--- config.mk ---
export PLATFORM = sky130hd
export DESIGN_NAME = ext_event_line_ctrl
export DESIGN_NICKNAME = d
export VERILOG_FILES = /design/src/core/ext_event_line_ctrl.v
export VERILOG_INCLUDE_DIRS = /design/src /design/src/core
export SDC_FILE = /design/constraint.sdc
export NUM_CORES = 1
export LEC_CHECK = 0
export BUFFER_PORTS_ARGS = -buffer_cell sky130_fd_sc_hd__buf_4
export CORE_ASPECT_RATIO = 0.7
export CORE_MARGIN = 5
export CORE_UTILIZATION = 58
export DETAILED_ROUTE_END_ITERATION = 7
export PLACE_DENSITY = 0.8
export SETUP_SLACK_MARGIN = 0.05
export SLEW_MARGIN = 15
export SYNTH_ARGS = -nofsm -noshare
export SYNTH_HDL_FRONTEND = slang
export SYNTH_SLANG_ARGS = --single-unit
--- constraint.sdc ---
create_clock -name clk_i -period 2.34 [get_ports clk_i]
set_input_delay 0.468 -clock clk_i [delete_from_list [all_inputs] [get_ports clk_i]]
set_output_delay 0.468 -clock clk_i [all_outputs]
set_load 0.05 [all_outputs]
--- src/core/ext_event_line_ctrl_regs.vh ---
`ifndef EXT_EVENT_LINE_CTRL_REGS_VH
`define EXT_EVENT_LINE_CTRL_REGS_VH

// ----------------------------------------------------------------
// register offsets (byte addresses, word aligned)
// ----------------------------------------------------------------
`define OFS_RISE_SEL   6'h00
`define OFS_FALL_SEL   6'h04
`define OFS_SOFT_TRIG  6'h08
`define OFS_IRQ_MASK   6'h0c
`define OFS_EVT_MASK   6'h10
`define OFS_PENDING    6'h14
`define OFS_PORT_SEL0  6'h18
`define OFS_PORT_SEL1  6'h1c

// ----------------------------------------------------------------
// line layout
// ----------------------------------------------------------------
`define NUM_CFG        19
`define NUM_GPIO       16
`define NUM_PORTS      4
`define LINE_TOP       31
`define LINE_DIR_CLOCK 19
`define LINE_DIR_TIMER 29
`define LINE_SUPPLY    16
`define LINE_CMP1      17
`define LINE_CMP2      18
`define CFG_MASK       32'h0007ffff
`define IMASK_RESET    32'h00000000
`define EMASK_RESET    32'h00000000
`define ZERO32         32'h00000000

`endif

--- src/core/ext_event_line_ctrl.v ---
// Implementation choice: the Wishbone slave port.
`timescale 1ns/1ps
`include "ext_event_line_ctrl_regs.vh"

module ext_event_line_ctrl (
	input  wire        clk_i,       // 10 MHz bus clock
	input  wire        rst_i,       // synchronous reset, active high
	input  wire        cyc_i,       // wishbone cycle
	input  wire        stb_i,       // wishbone strobe
	input  wire        we_i,        // wishbone write enable
	input  wire [5:0]  adr_i,       // byte address
	input  wire [3:0]  sel_i,       // byte lane selects
	input  wire [31:0] dat_i,       // write data
	output reg  [31:0] dat_o,       // read data
	output reg         ack_o,       // wishbone acknowledge
	input  wire [63:0] gpio_i,      // four ports of sixteen pins
	input  wire        supply_i,    // supply monitor output
	input  wire        cmp1_i,      // comparator one output
	input  wire        cmp2_i,      // comparator two output
	input  wire        clock_evt_i, // real-time clock direct source
	input  wire        timer_evt_i, // low-power timer direct source
	output reg         irq_0_1_o,   // cpu irq, lines 0 and 1
	output reg         irq_2_3_o,   // cpu irq, lines 2 and 3
	output reg         irq_4_15_o,  // cpu irq, lines 4 to 15
	output reg         irq_supply_o,// cpu irq, line 16
	output reg         irq_cmp_o,   // cpu irq, lines 17 and 18
	output reg         irq_clock_o, // cpu irq, line 19
	output reg         irq_timer_o, // cpu irq, line 29
	output reg         cpu_event_o, // single cpu event input
	output reg         wakeup_o,    // wake-up to power management
	output reg         lp_block_o   // high forbids low-power entry
);

// ----------------------------------------------------------------
// registers
// ----------------------------------------------------------------
reg  [31:0] rise_sel;    // rising_trigger_select
reg  [31:0] fall_sel;    // falling_trigger_select
reg  [31:0] soft_trig;   // software_trigger_register
reg  [31:0] irq_mask;    // interrupt_mask_reg, 1 = unmasked
reg  [31:0] evt_mask;    // event mask, 1 = unmasked
reg  [31:0] pending;     // pending_flag_reg
reg  [31:0] port_sel0;   // 2-bit port select, lines 0..15
reg  [31:0] port_sel1;   // unused upper half reserved
reg  [31:0] sync1;       // synchroniser first stage
reg  [31:0] sync2;       // synchroniser second stage
reg  [31:0] prev;        // previous sample for edge detect
wire [31:0] raw;         // unsynchronised line levels
reg  [31:0] wmask;
wire        wr;
wire        rd;
wire [31:0] rise_edge;
wire [31:0] fall_edge;
wire [31:0] trig;
wire [31:0] rise_wr_blk;

// byte lane mask from sel_i
always @* begin
	wmask = {{8{sel_i[3]}}, {8{sel_i[2]}}, {8{sel_i[1]}}, {8{sel_i[0]}}};
end

assign wr = cyc_i & stb_i & we_i & ~ack_o;
assign rd = cyc_i & stb_i & ~we_i & ~ack_o;

// ----------------------------------------------------------------
// line sources
// ----------------------------------------------------------------
// each gpio line picks pin n of one of the ports
genvar g;
generate
	for (g = 0; g < `NUM_GPIO; g = g + 1) begin : gpio_mux
		assign raw[g] = gpio_i[port_sel0[2*g +: 2] * `NUM_GPIO + g];
	end
endgenerate

// fixed source map, reserved lines tied low so they never trigger
assign raw[`LINE_SUPPLY]    = supply_i;
assign raw[`LINE_CMP1]      = cmp1_i;
assign raw[`LINE_CMP2]      = cmp2_i;
assign raw[`LINE_DIR_CLOCK] = clock_evt_i;
assign raw[`LINE_DIR_TIMER-1:`LINE_DIR_CLOCK+1] = 9'h000;
assign raw[`LINE_DIR_TIMER] = timer_evt_i;
assign raw[`LINE_TOP:`LINE_DIR_TIMER+1] = 2'h0;

// ----------------------------------------------------------------
// synchroniser and edge detection
// ----------------------------------------------------------------
// first stage feeds only the second; edges come from stage two
always @(posedge clk_i) begin
	if (rst_i) begin
		sync1 <= `ZERO32;
		sync2 <= `ZERO32;
		prev  <= `ZERO32;
	end else begin
		sync1 <= raw;
		sync2 <= sync1;
		prev  <= sync2;
	end
end

// glitches are not filtered: every edge here reaches the trigger logic, which keeps every direct-line rise and selected edges not hit by a rise_sel write
assign rise_edge = sync2 & ~prev;
assign fall_edge = ~sync2 & prev;

// a configurable line's rising edge colliding with a rising-select write to its byte lane is dropped
assign rise_wr_blk = (wr && adr_i == `OFS_RISE_SEL) ? wmask : `ZERO32;

// configurable lines: selected edges or software; direct lines: rising only
assign trig = (((rise_edge & rise_sel & ~rise_wr_blk) | (fall_edge & fall_sel)
	| soft_trig) & `CFG_MASK)
	| (rise_edge & ~`CFG_MASK);

// ----------------------------------------------------------------
// register writes, pending and software trigger
// ----------------------------------------------------------------
always @(posedge clk_i) begin
	if (rst_i) begin
		rise_sel  <= `ZERO32;
		fall_sel  <= `ZERO32;
		soft_trig <= `ZERO32;
		irq_mask  <= `IMASK_RESET;
		evt_mask  <= `EMASK_RESET;
		pending   <= `ZERO32;
		port_sel0 <= `ZERO32;
		port_sel1 <= `ZERO32;
	end else begin
		// software bit lives one cycle, then hardware clears it
		soft_trig <= `ZERO32;
		// set wins over a same-cycle write-one clear
		pending <= ((pending & ~((wr && adr_i == `OFS_PENDING) ?
			(dat_i & wmask) : `ZERO32))
			| (trig & irq_mask)) & `CFG_MASK;
		if (wr) begin
			case (adr_i)
				`OFS_RISE_SEL: begin
					rise_sel <= ((rise_sel & ~wmask) | (dat_i & wmask)) & `CFG_MASK;
				end
				`OFS_FALL_SEL: begin
					fall_sel <= ((fall_sel & ~wmask) | (dat_i & wmask)) & `CFG_MASK;
				end
				`OFS_SOFT_TRIG: begin
					soft_trig <= dat_i & wmask & `CFG_MASK;
				end
				`OFS_IRQ_MASK: begin
					irq_mask <= (irq_mask & ~wmask) | (dat_i & wmask);
				end
				`OFS_EVT_MASK: begin
					evt_mask <= (evt_mask & ~wmask) | (dat_i & wmask);
				end
				`OFS_PORT_SEL0: begin
					port_sel0 <= (port_sel0 & ~wmask) | (dat_i & wmask);
				end
				`OFS_PORT_SEL1: begin
					port_sel1 <= (port_sel1 & ~wmask) | (dat_i & wmask);
				end
				default: begin
					port_sel1 <= port_sel1;
				end
			endcase
		end
	end
end

// ----------------------------------------------------------------
// wishbone answer: ack one cycle after request, unmapped reads zero
// ----------------------------------------------------------------
always @(posedge clk_i) begin
	if (rst_i) begin
		ack_o <= 1'b0;
		dat_o <= `ZERO32;
	end else begin
		ack_o <= cyc_i & stb_i & ~ack_o;
		if (rd) begin
			case (adr_i)
				`OFS_RISE_SEL:  dat_o <= rise_sel;
				`OFS_FALL_SEL:  dat_o <= fall_sel;
				`OFS_SOFT_TRIG: dat_o <= soft_trig;
				`OFS_IRQ_MASK:  dat_o <= irq_mask;
				`OFS_EVT_MASK:  dat_o <= evt_mask;
				`OFS_PENDING:   dat_o <= pending;
				`OFS_PORT_SEL0: dat_o <= port_sel0;
				`OFS_PORT_SEL1: dat_o <= port_sel1;
				default:        dat_o <= `ZERO32;
			endcase
		end
	end
end

// ----------------------------------------------------------------
// request outputs
// ----------------------------------------------------------------
// configurable irqs follow pending; direct irqs are one-cycle pulses
// because the flag lives in the source peripheral
always @(posedge clk_i) begin
	if (rst_i) begin
		irq_0_1_o    <= 1'b0;
		irq_2_3_o    <= 1'b0;
		irq_4_15_o   <= 1'b0;
		irq_supply_o <= 1'b0;
		irq_cmp_o    <= 1'b0;
		irq_clock_o  <= 1'b0;
		irq_timer_o  <= 1'b0;
		cpu_event_o  <= 1'b0;
		wakeup_o     <= 1'b0;
		lp_block_o   <= 1'b0;
	end else begin
		irq_0_1_o    <= |pending[1:0];
		irq_2_3_o    <= |pending[3:2];
		irq_4_15_o   <= |pending[15:4];
		irq_supply_o <= pending[`LINE_SUPPLY];
		irq_cmp_o    <= pending[`LINE_CMP1] | pending[`LINE_CMP2];
		irq_clock_o  <= trig[`LINE_DIR_CLOCK] & irq_mask[`LINE_DIR_CLOCK];
		irq_timer_o  <= trig[`LINE_DIR_TIMER] & irq_mask[`LINE_DIR_TIMER];
		cpu_event_o  <= |(trig & evt_mask);
		// wake on any unmasked trigger, usable in stop and run alike
		wakeup_o     <= |(trig & (irq_mask | evt_mask));
		lp_block_o   <= |pending;
	end
end

endmodule

### After elaboration in Yosys (flattened, before gate mapping)

Index checks and enable logic that the tools add are counted.

| word-level totals | value |
|---|---|
| output and inout bits | 43 |
| register bits after elaboration | 343 |

| cells by class | value |
|---|---|
| bitwise operators | 45 |
| eq/ne operators | 7 |
| $add $sub $neg | 15 |
| muxes and demuxes | 35 |
| reductions and logical operators | 16 |
| $lt $le $gt $ge | 16 |

Operators by type and width:

| kind | number |
|---|---|
| 32-bit bitwise AND | 8 |
| 32-bit case mux with 8 select lines | 1 |
| 32-bit OR | 5 |
| 19-bit bitwise AND | 8 |
| 7-bit less-than comparator (second input constant) | 15 |
| 32-bit OR reduction | 3 |
| 19-bit OR | 5 |
| 1-bit binary-select mux with 6-bit select | 15 |
| 32-bit inverter | 2 |
| 19-bit inverter | 3 |
| 6-bit by 4-bit adder with 7-bit output (second input constant) | 8 |
| 19-bit two-way mux | 2 |
| 19-bit by 32-bit OR with 32-bit output | 1 |
| 6-bit by 3-bit adder with 7-bit output (second input constant) | 4 |
| 6-bit by 5-bit == test with 1-bit output (second input constant) | 4 |
| 1-bit two-way mux | 16 |
| 6-bit by 2-bit adder with 7-bit output (second input constant) | 2 |
| 6-bit by 4-bit == test with 1-bit output (second input constant) | 2 |
| 2-bit AND reduction | 6 |
| 12-bit OR reduction | 1 |
| 1-bit bitwise AND | 8 |
| 6-bit by 1-bit adder with 7-bit output (second input constant) | 1 |
| 6-bit by 7-bit less-than comparator with 1-bit output (second input constant) | 1 |
| 6-bit by 3-bit == test with 1-bit output (second input constant) | 1 |
| 7 further kinds | 12 |

### Logic depth before layout (Yosys ltp)

| depth | value |
|---|---|
| word-level depth | 12 |
| depth in mapped cells | 10 |
| mapped depth without buffers | 7 |

### Least setup slack after synthesis

No wires, ideal clock.

| path | value |
|---|---|
| kind | register to register |
| start | reg ack_o |
| end | reg cpu_event_o |
| setup slack | 0.083 ns |
| stages on the path, launching flop included | 10 |
| library setup time | 0.141 ns |
| data required time | 2.199 ns |
| data arrival time | 2.116 ns |
| period minus slack after synthesis | 2.257 ns |
| cell sequence | dfxtp_1 and4b_1 clkbuf_1 and4_1 buf_2 buf_2 o21ai_1 a2111oi_0 and4_1 a41oi_1 |

| between the ends | value |
|---|---|
| longest elaborated chain between the ends | 11 |

Ends and longest elaborated chain:

| item | line | source |
|---|---|---|
| start, declared | ext_event_line_ctrl.v:15 | `output reg ack_o,` |
| start signal, assigned | ext_event_line_ctrl.v:172 | `ack_o <= cyc_i & stb_i & ~ack_o;` |
| 1-bit inverter | ext_event_line_ctrl.v:62 | `assign wr = cyc_i & stb_i & we_i & ~ack_o;` |
| 1-bit bitwise AND | ext_event_line_ctrl.v:62 |  |
| 1-bit logical AND (no line) | n/a |  |
| 19-bit two-way mux (no line) | n/a |  |
| 19-bit inverter | ext_event_line_ctrl.v:109 | `assign trig = (((rise_edge & rise_sel & ~rise_wr_blk) \| (fall_edge & fall_sel)` |
| 19-bit bitwise AND | ext_event_line_ctrl.v:109 |  |
| 19-bit OR | ext_event_line_ctrl.v:109 |  |
| 19-bit OR | ext_event_line_ctrl.v:110 | `` \| soft_trig) & `CFG_MASK) `` |
| 19-bit by 32-bit OR with 32-bit output | ext_event_line_ctrl.v:109 |  |
| 32-bit bitwise AND | ext_event_line_ctrl.v:214 | `cpu_event_o <= \|(trig & evt_mask);` |
| 32-bit OR reduction | ext_event_line_ctrl.v:214 |  |
| end signal, assigned | ext_event_line_ctrl.v:214 |  |
| end, declared | ext_event_line_ctrl.v:29 | `output reg cpu_event_o,` |

Every way passes these cells.
A chain may end at the register's enable or synchronous reset.

### Final worst setup path

| path | value |
|---|---|
| start | reg sync2[29] |
| end | reg cpu_event_o |

| between the ends | value |
|---|---|
| longest elaborated chain between the ends | 4 |

Ends and longest elaborated chain:

| item | line | source |
|---|---|---|
| start, declared | ext_event_line_ctrl.v:46 | `reg [31:0] sync2;` |
| start signal, assigned | ext_event_line_ctrl.v:92 | `` sync2 <= `ZERO32; `` |
| start signal, assigned | ext_event_line_ctrl.v:96 | `sync2 <= sync1;` |
| 32-bit bitwise AND | ext_event_line_ctrl.v:102 | `assign rise_edge = sync2 & ~prev;` |
| 19-bit by 32-bit OR with 32-bit output | ext_event_line_ctrl.v:109 |  |
| 32-bit bitwise AND | ext_event_line_ctrl.v:214 |  |
| 32-bit OR reduction | ext_event_line_ctrl.v:214 |  |

Every way passes these cells.

==> summary.md <==
| Metric | Value |
|---|---|
| CTS buffer count | 28 |
| Die W | 188 µm |
| Measured slew at the worst slew-check pin | ~0.59 ns |
| Core area | ~22,000 µm² |
| Post-synthesis xor/xnor area fraction | 0% |
| Vias per cell | 6.36 |
| Pwr dens | around 680 nW/µm² |
| CP Capture Type | register |
| Critical path endpoint | cpu_event_o$_SDFF_PP0_ |
| Reg2Reg Depth | 7 |
| CTS clk-pin slew, worst paths | around 0.07 ns |
| Area Growth Syn to Fin | 23.5% |
| Post-synthesis mux area share | about 9% |
| DPL Wire Length | between 30 and 40 mm |
| VDD IR max | approximately 590 µV |
| Initial antenna violation count | 0 |
| Reg2reg start | sync2[29]$_SDFF_PP0_ |
| Vias in the first global route | 11,747 |
| Layout cells sized above 1 | 20.9% |
| Met2 WL | 18.8 mm |
| Global-route wire length before repair | just under 70 mm |
| Area contributors post-synth | dfxtp_1 (48%), nand2_1 (7.2%), a21oi_1 (7.0%) |
| Adder-cell area share of the yosys netlist | 0% |
| R2R Setup Slk | between 0.15 and 0.2 ns |
| Vias | 12,483 |
| Register area share after synthesis | 48.4% |
| Number of DRC markers in iteration 0 | 1,740 |
| Post-Syn Nets | between 1,500 and 2,000 |
| Synth area leader | dfxtp_1 |
| Fin area | 15,800 µm² |
| Fin crit period | approximately 2.2 ns |
| H-tree Lvls | 1 |
| Status | complete, no violations |
| Maxcap violations | 0 |
| Switching Fraction | a little under a quarter |
| Drt wl/cell | between 20 and 25 µm |
| Placed Area | about 15,000 µm² |
| Final period utilization | between 90 and 100% |
| Compound-Gate Fraction of Synth Area | between 10% and 20% |
| # DRC | 0 |
| CTS tree | done |
| Final WL | ~44 mm |
| Syn_area_per_cell | about 8.7 µm² |
| Internal power | about 8.2 mW |
| Cell count after placement | about 1,900 |
| CTS Hold Buffers Added | 0 |
| Pleak | 5.97 nW |
| Antenna cells | 0 |
| Post-synth top flop | dfxtp_1 |
| CP startpoint | sync2[29]$_SDFF_PP0_ |
| Comb pwr share | 7.1% |
| Grt total ovfl | 0 |
| Die area | around 25,000 µm² |
| Top cell type's share of synthesized area | 48.4% |
| Tot Pwr | between 10 and 15 mW |
| P_sw | around 2.5 mW |
| Fin Clk Skew | between 0.015 and 0.02 ns |
| Clock Power Share | 43.0% |
| WS Path Type | reg2reg |
| Routability congestion estimate | 1.01 |
| Fmax | about 460 MHz |
| Yosys reg bits | 310 |
| WP data arrival | about 2.6 ns |
| Clock Sinks | 310 |
| Post-Syn Instances | roughly 1,500 |
| Max Slew Vio Count | 0 |
| IO buf count | 158 |
| Die Height | between 100 and 150 µm |
| Starting Density | around three fifths |
| Met3 WL | ~5.1 mm |
| Worst setup SP type | register |
| Synth Warn # | 0 |
| Synth top cells by count | dfxtp_1 (310), nand2_1 (247), a21oi_1 (179) |
| Largest family of logic cells by synthesized area | simple AND/OR/NAND/NOR gates |
| Met1 WL | roughly 19 mm |
| Hold Path Class | in2reg |
| I/O pins | approximately 160 |
| Rel. slew slack | approximately 61% |
| Syn Std Cell Area | 12,800 µm² |
| CP Max Fanout | 2 |
| Post-place setup slack | -0.0387 ns |
| Post-CTS Setup Bufs | 0 |
| Row cnt | 45 |
| Final hold vios | 0 |
| EDFF count, synth | 0 |
| Multi-input gate area | around 6200 µm² |
| Fraction of registers with async set/reset | 0% |
| Max Root-Sink Buffers | 3 |
| Required time of the critical path | 2.75 ns |
| Sequential Area | between 6000 and 7000 µm² |
| Sequential share of power | 50.0% |
| Nets | approximately 1,800 |
| Fillers | ~1,600 |
| Top-count cell post-synth | dfxtp_1 |
| Hold_sp | cmp1_i |
| Area fraction in and, or, nand and nor cells after synthesis | around 23% |
| Finished Layout Cells | between 1,500 and 2,000 |
| First drt pass iteration count | 6 |
| Setup-failing EPs final | 0 |
| CTS root buffer | clkbuf_16 |
| Final worst setup slack | around 0.18 ns |
| RSZ-0062 raised after global routing | false |
| Clock Latency Late Sink | ~0.56 ns |
| Largest net degree at the start of global routing | 77 |
| Antenna viol nets, final | 0 |
| Tot GR Track Use | 33.3% |
| FF-to-FF End | cpu_event_o$_SDFF_PP0_ |
| Top sig layer | met4 |
| Synth cell types | 49 |
| Sum Neg Setup Slack | 0 ns |
## worst max-delay path: stages, from the launching register on
cell       delay [ns]
dfxtp_1          0.31
nor2b_1          0.17
a222oi_1         0.30
nand2_1          0.14
or4_4            0.55
a2111oi_4        0.19
and4_1           0.26
a41oi_1          0.11
## cells by family (layout without fill, tap and decap cells)
group / after synthesis / after routing
muxes: 81 / 81
AOI/OAI and AO/OA: 335 / 335
and+or+nand+nor: 633 / 633
buffers and inverters: 116 / 322
DFF: 310 / 310
## layer usage
| layer | track usage, % | vias to the layer above |
|---|---|---|
| met5 | 0 | - |
| met4 | 8.31 | 0 |
| met3 | 7.23 | 85 |
| met2 | 48.7 | 793 |
| met1 | 50.2 | 5993 |
| li1 | - | 5612 |
## power by group through the flow
stage | clock [mW] | sequential, mW | combinational (mW)
2_1_floorplan | 0 | 5.59 | 0.266
4_1_cts | 4.63 | 5.39 | 0.753
5_1_grt | 4.86 | 5.39 | 0.799
6_report | 4.63 | 5.39 | 0.765
3_5_place_dp | 0 | 5.50 | 0.748
3_3_place_gp | 0 | 5.50 | 0.739
## metrics by stage
stage | hold WS (ns) | util (%)
after CTS | 0.119 | 72.8
after global routing | 0.147 | 72.8
after floorplan | 0.414 | -
final | 0.120 | 72.8
after global placement | 0.418 | 68.4
after detailed placement | 0.428 | 68.4
## final cells by class
class / instances / share of cell area (%)
sequential: 310 / 39.2
multi-input combinational: 1049 / 39.1
clock buffer: 41 / 5.30
clock inverter: 9 / 0.569
inverter: 18 / 0.427
tap: 282 / 2.23
timing repair buffer: 254 / 13.1
## repair_timing
item,CTS,global route
endpoints found under the setup margin,2,1
pin swaps,3,3
resized for setup,4,2
## how the worst min path moves through the flow
stage	endpoint	cells past startpoint
floorplan	sync2[0]$_SDFF_PP0_	1
global placement	sync2[4]$_SDFF_PP0_	1
detailed placement	sync2[6]$_SDFF_PP0_	1
CTS	sync1[17]$_SDFF_PP0_	2
global route	sync1[17]$_SDFF_PP0_	2
finish	sync1[17]$_SDFF_PP0_	2
## placed cells by master (no fill, tap or decap), types with 4 or more instances in the layout
cell	instances
dfxtp_1	309
nand2_1	247
buf_4	240
a21oi_1	179
nor2_1	124
nand3_1	120
nor2b_1	56
mux2i_1	45
a22oi_1	41
clkbuf_16	28
and2_1	26
mux4_2	25
a211oi_1	23
o22ai_1	19
a221oi_1	18
inv_1	18
buf_12	13
mux2_2	11
a31oi_1	10
clkbuf_8	10
nor3_1	9
a311oi_1	8
o31ai_1	8
o21ai_0	7
and4b_1	6
and3b_1	6
or3_1	6
and3_1	4
o21ai_1	4
nor4_1	4
clkinv_2	4
clkbuf_1	4
Note: power is estimated with default switching activity, not from simulation.
